### src/inc/fpec_consts.svh
// Field positions, register numbers, view masks and reset values.
`ifndef FPEC_CONSTS_SVH
`define FPEC_CONSTS_SVH

// ----------------------------------------------------------------------
// Field positions inside the control and status word
// ----------------------------------------------------------------------
`define FPEC_CAUSE_HI 16
`define FPEC_CAUSE_LO 12
`define FPEC_EN_HI 11
`define FPEC_EN_LO 7
`define FPEC_FLAG_HI 6
`define FPEC_FLAG_LO 2
`define FPEC_RND_HI 1
`define FPEC_RND_LO 0

// ----------------------------------------------------------------------
// Control register numbers of the coprocessor
// ----------------------------------------------------------------------
`define FPEC_SEL_CSR 5'h1F
`define FPEC_SEL_CAUSE_VIEW 5'h1A
`define FPEC_SEL_MODE_VIEW 5'h1C

// ----------------------------------------------------------------------
// Bits reached through each view
// ----------------------------------------------------------------------
`define FPEC_MASK_CSR 32'h0001FFFF
`define FPEC_MASK_CAUSE_VIEW 32'h0001F07C
`define FPEC_MASK_MODE_VIEW 32'h00000F83
`define FPEC_MASK_NONE 32'h00000000

// ----------------------------------------------------------------------
// Reset values
// ----------------------------------------------------------------------
`define FPEC_RST_CAUSE 5'h00
`define FPEC_RST_EN 5'h00
`define FPEC_RST_FLAG 5'h00
`define FPEC_RST_RND 2'h0
`define FPEC_RST_ONEHOT 4'h1

`endif

### src/inc/fpec_pkg.sv
// Types shared by the floating-point exception control logic.
package fpec_pkg;

   typedef enum logic [1:0] {
      FPEC_RND_NEAREST = 2'b00,
      FPEC_RND_ZERO = 2'b01,
      FPEC_RND_PLUS_INF = 2'b10,
      FPEC_RND_MINUS_INF = 2'b11
   } fpec_rnd_t;

   typedef enum logic [1:0] {
      FPEC_VIEW_NONE = 2'b00,
      FPEC_VIEW_CSR = 2'b01,
      FPEC_VIEW_CAUSE = 2'b10,
      FPEC_VIEW_MODE = 2'b11
   } fpec_view_t;

endpackage

### src/inc/fpec_trap_if.sv
// Interface between the register logic and the trap evaluator.
`timescale 1ns/100ps
interface fpec_trap_if;
   logic event_s;
   logic [4:0] cause;
   logic [4:0] enable;
   logic trap;
   logic [4:0] trap_bits;

   modport src (
      output event_s,
      output cause,
      output enable,
      input trap,
      input trap_bits
   );

   modport eval (
      input event_s,
      input cause,
      input enable,
      output trap,
      output trap_bits
   );
endinterface

### src/hdl/fpec_trap_eval.sv
// Trap evaluator: raises a one-cycle trap when a completion or a register write leaves an enabled cause set.
`timescale 1ns/100ps
module fpec_trap_eval (
   input wire logic ref_clk_i,
   input wire logic resetn_i,
   input wire logic ce_i,
   fpec_trap_if.eval tif
);

   logic trap_r;
   logic [4:0] trap_bits_r;
   logic [4:0] hit;

   assign hit = tif.cause & tif.enable;

   // ----------------------------------------------------------------------
   // Trap pulse and the pairs that caused it
   // ----------------------------------------------------------------------
   always_ff @(posedge ref_clk_i) begin
      if (!resetn_i) begin
         trap_r <= 1'b0;
         trap_bits_r <= 5'h00;
      end else if (ce_i) begin
         trap_r <= tif.event_s && (hit != 5'h00); // [RL3] [RL4]
         trap_bits_r <= tif.event_s ? hit : 5'h00;
      end
   end

   assign tif.trap = trap_r;
   assign tif.trap_bits = trap_bits_r;

endmodule // fpec_trap_eval

### src/hdl/fpec_top.sv
// Floating-point exception control and status register with trap logic.
//
// Overview of operation
// RL1: Five cause bits sit at 16 down to 12: invalid, divide-by-zero, overflow, underflow, inexact.
// RL2: Five trap-enable bits sit at 11 down to 7 in the same order as the causes.
// RL3: A trap is taken when an arithmetic result sets a cause whose enable is set.
// RL4: A trap is also taken when a software move leaves an enabled cause set.
// RL5: Five sticky flags at 6 down to 2 collect exceptions until software clears them.
// RL6: Bits 1-0 pick rounding: nearest, toward zero, toward plus or minus infinity.
// RL7: The register answers as control register 31 of the coprocessor.
// RL8: Each completed instruction sets the flags of its causes, leaving the rest alone.
`timescale 1ns/100ps
`include "fpec_consts.svh"
module fpec_top (
   input wire logic ref_clk_i,
   input wire logic resetn_i,
   input wire logic ce_i,
   input wire logic op_done_i,
   input wire logic [4:0] op_cause_i,
   input wire logic ctl_wr_i,
   input wire logic ctl_rd_i,
   input wire logic [4:0] ctl_sel_i,
   input wire logic [31:0] ctl_wdata_i,
   output logic [31:0] ctl_rdata_o,
   output logic ctl_rvalid_o,
   output logic ctl_miss_o,
   output logic [1:0] rounding_select_o,
   output logic [3:0] round_onehot_o,
   output logic [4:0] trap_enable_field_o,
   output logic [4:0] cause_o,
   output logic [4:0] flags_o,
   output logic trap_o,
   output logic [4:0] trap_cause_o
);

   // ----------------------------------------------------------------------
   // Decoding helpers
   // ----------------------------------------------------------------------
   function automatic fpec_pkg::fpec_view_t view_of(input logic [4:0] sel);
      case (sel)
         `FPEC_SEL_CSR: view_of = fpec_pkg::FPEC_VIEW_CSR; // [RL7]
         `FPEC_SEL_CAUSE_VIEW: view_of = fpec_pkg::FPEC_VIEW_CAUSE;
         `FPEC_SEL_MODE_VIEW: view_of = fpec_pkg::FPEC_VIEW_MODE;
         default: view_of = fpec_pkg::FPEC_VIEW_NONE;
      endcase
   endfunction

   function automatic logic [31:0] view_mask(
      input fpec_pkg::fpec_view_t v
   );
      case (v)
         fpec_pkg::FPEC_VIEW_CSR: view_mask = `FPEC_MASK_CSR;
         fpec_pkg::FPEC_VIEW_CAUSE: view_mask = `FPEC_MASK_CAUSE_VIEW;
         fpec_pkg::FPEC_VIEW_MODE: view_mask = `FPEC_MASK_MODE_VIEW;
         default: view_mask = `FPEC_MASK_NONE;
      endcase
   endfunction

   function automatic logic [31:0] pack_csr(
      input logic [4:0] cause,
      input logic [4:0] enable,
      input logic [4:0] flags,
      input logic [1:0] rnd
   );
      pack_csr = {15'h0000, cause, enable, flags, rnd};
   endfunction

   // ----------------------------------------------------------------------
   // Declarations
   // ----------------------------------------------------------------------
   fpec_trap_if tif();

   logic [4:0] cause_r;
   logic [4:0] cause_nxt;
   logic [4:0] enable_r;
   logic [4:0] enable_nxt;
   logic [4:0] flags_r;
   logic [4:0] flags_nxt;
   fpec_pkg::fpec_rnd_t rnd_r;
   fpec_pkg::fpec_rnd_t rnd_nxt;
   logic [3:0] onehot_r;
   logic [3:0] onehot_nxt;
   logic [31:0] ctl_rdata_r;
   logic ctl_rvalid_r;
   logic ctl_miss_r;
   fpec_pkg::fpec_view_t view;
   logic [31:0] mask;
   logic [31:0] image;
   logic [31:0] wr_image;
   logic wr_hit;
   logic rd_hit;

   // ----------------------------------------------------------------------
   // Access decode and write merge
   // ----------------------------------------------------------------------
   assign view = view_of(ctl_sel_i);
   assign mask = view_mask(view);
   assign wr_hit = ctl_wr_i && (view != fpec_pkg::FPEC_VIEW_NONE);
   assign rd_hit = ctl_rd_i && (view != fpec_pkg::FPEC_VIEW_NONE);
   assign image = pack_csr(cause_r, enable_r, flags_r, rnd_r);
   assign wr_image = (image & ~mask) | (ctl_wdata_i & mask);

   // ----------------------------------------------------------------------
   // Next values of the fields
   // ----------------------------------------------------------------------
   always_comb begin
      cause_nxt = cause_r;
      if (wr_hit) begin
         cause_nxt = wr_image[`FPEC_CAUSE_HI:`FPEC_CAUSE_LO]; // [RL1] [RL4]
      end
      if (op_done_i) begin
         cause_nxt = op_cause_i | // [RL1] [RL3]
            (wr_hit ? wr_image[`FPEC_CAUSE_HI:`FPEC_CAUSE_LO] : 5'h00);
      end
   end

   always_comb begin
      enable_nxt = enable_r;
      if (wr_hit) begin
         enable_nxt = wr_image[`FPEC_EN_HI:`FPEC_EN_LO]; // [RL2]
      end
   end

   always_comb begin
      flags_nxt = flags_r;
      if (wr_hit) begin
         flags_nxt = wr_image[`FPEC_FLAG_HI:`FPEC_FLAG_LO]; // [RL5]
      end
      if (op_done_i) begin
         flags_nxt = flags_nxt | op_cause_i; // [RL5] [RL8]
      end
   end

   always_comb begin
      rnd_nxt = rnd_r;
      if (wr_hit) begin
         rnd_nxt = fpec_pkg::fpec_rnd_t'(wr_image[`FPEC_RND_HI:`FPEC_RND_LO]);
      end
   end

   // ----------------------------------------------------------------------
   // Rounding decode for the datapath
   // ----------------------------------------------------------------------
   always_comb begin
      case (rnd_nxt)
         fpec_pkg::FPEC_RND_NEAREST: onehot_nxt = 4'h1; // [RL6]
         fpec_pkg::FPEC_RND_ZERO: onehot_nxt = 4'h2; // [RL6]
         fpec_pkg::FPEC_RND_PLUS_INF: onehot_nxt = 4'h4; // [RL6]
         fpec_pkg::FPEC_RND_MINUS_INF: onehot_nxt = 4'h8; // [RL6]
         default: onehot_nxt = 4'h1;
      endcase
   end

   // ----------------------------------------------------------------------
   // Field registers
   // ----------------------------------------------------------------------
   always_ff @(posedge ref_clk_i) begin
      if (!resetn_i) begin
         cause_r <= `FPEC_RST_CAUSE;
      end else if (ce_i) begin
         cause_r <= cause_nxt;
      end
   end

   always_ff @(posedge ref_clk_i) begin
      if (!resetn_i) begin
         enable_r <= `FPEC_RST_EN;
      end else if (ce_i) begin
         enable_r <= enable_nxt;
      end
   end

   always_ff @(posedge ref_clk_i) begin
      if (!resetn_i) begin
         flags_r <= `FPEC_RST_FLAG;
      end else if (ce_i) begin
         flags_r <= flags_nxt;
      end
   end

   always_ff @(posedge ref_clk_i) begin
      if (!resetn_i) begin
         rnd_r <= fpec_pkg::fpec_rnd_t'(`FPEC_RST_RND);
         onehot_r <= `FPEC_RST_ONEHOT;
      end else if (ce_i) begin
         rnd_r <= rnd_nxt; // [RL6]
         onehot_r <= onehot_nxt;
      end
   end

   // ----------------------------------------------------------------------
   // Read port
   // ----------------------------------------------------------------------
   always_ff @(posedge ref_clk_i) begin
      if (!resetn_i) begin
         ctl_rdata_r <= 32'h00000000;
         ctl_rvalid_r <= 1'b0;
         ctl_miss_r <= 1'b0;
      end else if (ce_i) begin
         ctl_rvalid_r <= ctl_rd_i;
         ctl_rdata_r <= rd_hit ? (image & mask) : 32'h00000000; // [RL7]
         ctl_miss_r <= (ctl_rd_i || ctl_wr_i) &&
            (view == fpec_pkg::FPEC_VIEW_NONE);
      end
   end

   // ----------------------------------------------------------------------
   // Trap evaluation
   // ----------------------------------------------------------------------
   assign tif.event_s = op_done_i || wr_hit; // [RL3] [RL4]
   assign tif.cause = cause_nxt;
   assign tif.enable = enable_nxt;

   fpec_trap_eval u_trap (
      .ref_clk_i(ref_clk_i),
      .resetn_i(resetn_i),
      .ce_i(ce_i),
      .tif(tif.eval)
   );

   // ----------------------------------------------------------------------
   // Outputs
   // ----------------------------------------------------------------------
   assign ctl_rdata_o = ctl_rdata_r;
   assign ctl_rvalid_o = ctl_rvalid_r;
   assign ctl_miss_o = ctl_miss_r;
   assign rounding_select_o = rnd_r;
   assign round_onehot_o = onehot_r;
   assign trap_enable_field_o = enable_r;
   assign cause_o = cause_r;
   assign flags_o = flags_r;
   assign trap_o = tif.trap;
   assign trap_cause_o = tif.trap_bits;

endmodule // fpec_top

### config.mk
export PLATFORM = sky130hd
export DESIGN_NAME = fpec_top
export DESIGN_NICKNAME = d
export VERILOG_FILES = /design/src/inc/fpec_pkg.sv /design/src/inc/fpec_trap_if.sv /design/src/hdl/fpec_trap_eval.sv /design/src/hdl/fpec_top.sv
export VERILOG_INCLUDE_DIRS = /design/src /design/src/inc
export SDC_FILE = /design/constraint.sdc
export NUM_CORES = 1
export LEC_CHECK = 0
export BUFFER_PORTS_ARGS = -buffer_cell sky130_fd_sc_hd__buf_2
export CORE_MARGIN = 1.5
export CORE_UTILIZATION = 49
export DETAILED_ROUTE_END_ITERATION = 7
export PLACE_DENSITY = 0.92
export SYNTH_ARGS = -nofsm -noshare
export SYNTH_HDL_FRONTEND = slang
export SYNTH_SLANG_ARGS = --single-unit
### constraint.sdc
create_clock -name ref_clk_i -period 5.8 [get_ports ref_clk_i]
set_input_delay 0.58 -clock ref_clk_i [delete_from_list [all_inputs] [get_ports ref_clk_i]]
set_output_delay 0.58 -clock ref_clk_i [all_outputs]
set_load 0.01 [all_outputs]
==> results of run 1 <==
[worst register-to-register path, delay by kind of cell (launching register included)]
kind / cells / cell delay, ns
DFF: 1 / 0.35
and+or+nand+nor: 1 / 0.14
AOI/OAI and AO/OA: 3 / 0.94
[cells in the mapped netlist (2+ instances only)]
cell type  count
dfxtp_1       46
nor2b_1       32
a22oi_1       24
mux2i_1       20
buf_4         16
nand2_1       16
clkbuf_1      11
a21boi_0      10
nand3_1        8
o21ai_0        6
a21oi_1        4
nor2_1         4
a31oi_1        3
nor3_1         3
o211a_1        3
a222oi_1       2
nand3b_1       2
[layout make-up]
type / count / area (µm²) / share of cell area [%]
clock inverters: 1 / 5.00 / 0.195
multi-input cells: 166 / 1100 / 42.8
clock buffers: 7 / 86.3 / 3.36
inverters: 1 / 3.75 / 0.146
well taps: 50 / 62.6 / 2.44
repair buffers: 78 / 390 / 15.2
flip-flops and latches: 46 / 921 / 35.9
[stage by stage]
step	power, µW	std cells	utilization, %	setup slack [ns]	area, µm²
after global routing	626	349	62.8	2.66	2570
after CTS	604	349	62.8	2.92	2570
after global placement	401	341	60.6	2.68	2470
final	600	349	62.8	2.91	2570
after floorplan	384	242	-	3.25	2190
after detailed placement	403	341	60.6	2.61	2470
[kinds of logic after synthesis]
logic type	share of synthesized area [%]
AND/OR/NAND/NOR	18.9
AO/OA/AOI/OAI	19.0
multiplexers	9.36
buffers and inverters	8.13
XOR/XNOR	0.819
flip-flops	43.0
other	0.175
adder cells (fa/ha/maj)	0.585
[sequential cells by signal, summed over array words and instances (netlist names)]
name and flops:
u_trap.tif.trap 1, round_onehot_o 4, u_trap.tif.trap_bits 5, trap_enable_field_o 5, ctl_rvalid_o 1, ctl_rdata_o 17
rounding_select_o 2, cause_o 5, ctl_miss_o 1, flags_o 5
[worst max path at each step]
stage / endpoint / slack, ns
3_5_place_dp: u_trap.tif.trap$_SDFFE_PN0P_ / 2.61
2_1_floorplan: u_trap.tif.trap$_SDFFE_PN0P_ / 3.25
5_1_grt: u_trap.tif.trap$_SDFFE_PN0P_ / 2.66
4_1_cts: u_trap.tif.trap$_SDFFE_PN0P_ / 2.92
6_report: u_trap.tif.trap$_SDFFE_PN0P_ / 2.91
3_3_place_gp: u_trap.tif.trap$_SDFFE_PN0P_ / 2.68
[cell usage in the layout, fill, tap and decap left out, types with 2 or more instances in the layout]
master and count:
buf_2 78, dfxtp_1 46, nor2b_1 32, a22oi_1 24, mux2i_1 20, nand2_1 16, conb_1 15, a21boi_0 10
nand3_1 8, o21ai_0 6, clkbuf_8 6, nor2_1 4, a21oi_1 4, a31oi_1 3, o211a_1 3, nor3_1 3
a222oi_1 2, nand3b_1 2
[power breakdown]
group | switching, µW | internal, µW
clock | 107 | 96.2
sequential | 5.85 | 322
combinational | 40.4 | 27.6
[layer usage]
metal | wire length [µm] | GRT usage, % | up-vias
li1 | - | - | 919
met1 | 2170 | 27.2 | 891
met2 | 2580 | 37.0 | 75
met3 | 326 | 7.31 | 7
met4 | 80 | 7.19 | 0
met5 | 0 | 0 | -
==> run summary, run 1 <==
Ys async rst share - 0%
Slew @ Worst Pin - 1.01 ns
Syn avg cell area - 9.38 µm²
Maximum Capacitance Violations - 0
DR vias - 1,892
Root buffer cell - clkbuf_8
Port-buffer cells - 78
Kind of critical path - primary input to register
Fin. max-slew vios - 0
Crit. End Element - register
Clk_lat worst skew - 0.30 ns
CTS tree - done
Status - finished clean
RSZ-0062 raised after global routing - no
Initial core utilization - 52.4%
CP Launch Type - primary input
Warnings, synthesis - 0
Row count - 23
Critical Path Start - ctl_sel_i[1]
Diode count - 0
P_leak - 0.00123 µW
Global-route wire length before repair - 8580 µm
Hold Path Sink - round_onehot_o[1]$_SDFFE_PN0P_
Clock Path Buffers - 2
Fin Setup TNS - 0 ns
Post-synth EDFFs - 0
# hold bufs at CTS - 0
Register area share after synthesis - 43.0%
WHS Path Cells - 2
Critical path's largest stage delay - 0.47 ns
H-tree depth - 2
FF-to-FF End - u_trap.tif.trap$_SDFFE_PN0P_
CP Buf/Inv Count - 1
Fraction of layout cells with a size suffix above 1 - 29.4%
Grt ovf - 0
Final min period - 2.89 ns
Vias in the first global route - 1,808
Worst EP required - 5.98 ns
Initial antenna violation count - 0
Slew headroom - 32.2%
DRC - 0
Synth unique cells - 35
CP Cell Sequence - buf_2, xnor2_1, nand2_1, ha_1, nor2b_1, nand3_2, mux2i_1, nor2_1, o41ai_1, a21boi_0
IO Count - 109
Synth top area share - 43.0%
Synth area leaders - dfxtp_1 (43%), mux2i_1 (9.4%), nor2b_1 (9.4%), a22oi_1 (8.4%), buf_4 (5.6%)
Final-stage net count - 347
Worst hold-check path type - register to register
R2r setup slk - 4.25 ns
CP max FO - 7
Die width - 69.1 µm
Global-route usage over all layers - 22.3%
Drt pass-1 iters - 4
Reg2Reg Depth - 4
Area Overhead vs Synth - 19.9%
Netlist Area Pre-Place - 2140 µm²
Filler cells - 374
Family with the most delay on the worst path - simple AND/OR/NAND/NOR gates
Max VDD drop - 0.000164 V
Chip height - 69.1 µm
Die area - 4770 µm²
Power Density - 234 nW/µm²
Sink Count - 46
Pin count of the biggest net entering global routing - 47
Crit-path slowest cell - nor2b_1
Endpoints failing setup - 0
Seq cells post-synth - 46
R2r startpoint - cause_o[1]$_SDFFE_PN0P_
WP depth - 10
DR iter-0 viols - 141
Drt via density - 5.42
Hold slack - 0.478 ns
Final hold vios - 0
Drt total wl - 5160 µm
Min-Delay Startpoint - round_onehot_o[1]$_SDFFE_PN0P_
Post-CTS Setup Repair Bufs - 0
Prevailing post-synth register cell - dfxtp_1
Crit path DAT - 3.07 ns
Core Footprint - 4090 µm²
Post-DP HPWL - 3730 µm
Clk_skew - 0.00772 ns
Cts repair resizes - 0
WL/cell - 14.8 µm
Yosys top cell by area - dfxtp_1
Mapped Cells - 228
Total CTS buffers - 5
Final GP Congestion - 0.788
Period utilization - 49.9%
Remaining antenna violation count after routing - 0
Maximum operating frequency - 346 MHz
CTS clk-pin slew, worst paths - 0.08 ns
(Power assumes the default switching activity.)
==> run 2, diff against run 1 <==
- CORE_UTILIZATION: 49 -> 45
- PLACE_DENSITY: 0.92 -> 0.86
- clock period: 5.8 -> 2.8 ns (I/O delays scaled with it)
==> run summary, run 2 (synthesis results as in run 1) <==
CTS tree - done
Grt ovf - 0
Initial antenna violation count - 0
Crit. End Element - register
Remaining antenna violation count after routing - 0
Crit path DAT - 2.58 ns
Drt total wl - 5070 µm
Final GP Congestion - 0.861
CP max FO - 6
Chip height - 72.0 µm
Crit-path slowest cell - o41ai_1
Most common cell after layout, fill and taps aside - buf_2
Worst EP required - 2.97 ns
Worst hold-check path type - primary input to register
WL/cell - 14.3 µm
Maximum Capacitance Violations - 0
Final min period - 2.40 ns
CTS clk-pin slew, worst paths - 0.09 ns
DR vias - 1,872
R2r setup slk - 1.26 ns
# hold bufs at CTS - 0
Fin Setup TNS - 0 ns
Power Density - 538 nW/µm²
Post-CTS Setup Repair Bufs - 0
Vias in the first global route - 1,664
Row count - 24
Number of flip-flops in the largest register - 17
Endpoints failing setup - 0
Total CTS buffers - 5
IO Count - 109
CP Cell Sequence - buf_2, xnor2_1, nand2_1, ha_1, and3b_1, a21oi_2, a222oi_1, nor2_1, o41ai_1, a21boi_0
Reg2Reg Depth - 4
Drt via density - 5.27
Cts repair resizes - 0
Most frequent cells in the layout - buf_2 (78), dfxtp_1 (46), nor2b_1 (32), a22oi_1 (24), mux2i_1 (20)
Die width - 72.0 µm
Clock Path Buffers - 2
Kind of critical path - primary input to register
Core Footprint - 4470 µm²
Port-buffer cells - 78
H-tree depth - 2
Final hold vios - 0
Critical path's largest stage delay - 0.42 ns
Fraction of layout cells with a size suffix above 1 - 30.7%
Drt pass-1 iters - 7
Post-Place Cells - 347
P_leak - 0.00127 µW
Slew @ Worst Pin - 0.762 ns
RSZ-0062 raised after global routing - no
Max VDD drop - 0.000352 V
Final-stage net count - 351
Post-DP HPWL - 3690 µm
Pin count of the biggest net entering global routing - 47
Status - finished clean
Root buffer cell - clkbuf_8
Slew headroom - 49.0%
Die area - 5180 µm²
Global-route wire length before repair - 7850 µm
Count of non-filler cells in the finished layout - 355
Period utilization - 85.9%
CP Launch Type - primary input
Maximum operating frequency - 416 MHz
DR iter-0 viols - 132
Global-route usage over all layers - 19.6%
Fin. max-slew vios - 0
DRC - 0
Clk_lat worst skew - 0.30 ns
Initial core utilization - 47.8%
WHS Path Cells - 3
Clk_skew - 0.00685 ns
Diode count - 0
Area Overhead vs Synth - 23.9%
Sink Count - 46
[run 2: cell count changes in the layout (fill, tap and decap cells not counted), sizes merged]
cell	before	now
clkinv	1	0
clkbuf	7	6
buf	78	82
bufinv	0	2
[run 2: cell type report]
cell class	count	area, µm²
fill	410	1820
multi-input combinational	166	1100
sequential	46	921
timing repair buffer	82	420
clock buffer	6	82.6
tap	52	65.1
clock inverter	2	60.1
inverter	1	3.75
[run 2: layer usage]
layer	vias to the layer above	global-route usage, %	wire length, µm
li1	927	-	-
met1	856	24.8	2210
met2	80	31.5	2440
met3	9	4.72	354
met4	0	9.43	73
met5	-	0	0
[run 2: where the power goes]
group	leakage (µW)	internal [µW]	switching, µW
Sequential	0.000373	668	11.8
Combinational	0.000828	59.7	83.8
Clock	0.0000714	381	222
Total	0.00127	1110	318
[run 2: worst max-delay path: cells and delay by family]
kind,cells,cell delay [ns]
fa+ha+maj,1,0.30
compound gates,4,1.01
xor+xnor,1,0.30
buf+inv,1,0.12
simple gates,3,0.56
[run 2: stage by stage]
stage                     utilization, %  worst slack [ns]  instance area, µm²  power (µW)  hold slack (ns)
after floorplan                        -             0.550                2190         795            0.446
after global placement              56.0             0.206                2510         834            0.461
after detailed placement            56.0             0.113                2510         837            0.469
after CTS                           59.2             0.425                2650        1430            0.248
after global routing                59.2             0.275                2650        1480            0.251
final                               59.2             0.396                2650        1430            0.246
[run 2: path summary, 6_finish.rpt]
check / endpoint / from
worst max-delay path: u_trap.tif.trap$_SDFFE_PN0P_ / ctl_sel_i[1]
worst min register to register: ctl_rvalid_o$_SDFFE_PN0P_ / ctl_rvalid_o$_SDFFE_PN0P_
worst min-delay path: trap_enable_field_o[3]$_SDFFE_PN0P_ / ctl_wdata_i[10]
worst max register to register: u_trap.tif.trap$_SDFFE_PN0P_ / cause_o[1]$_SDFFE_PN0P_
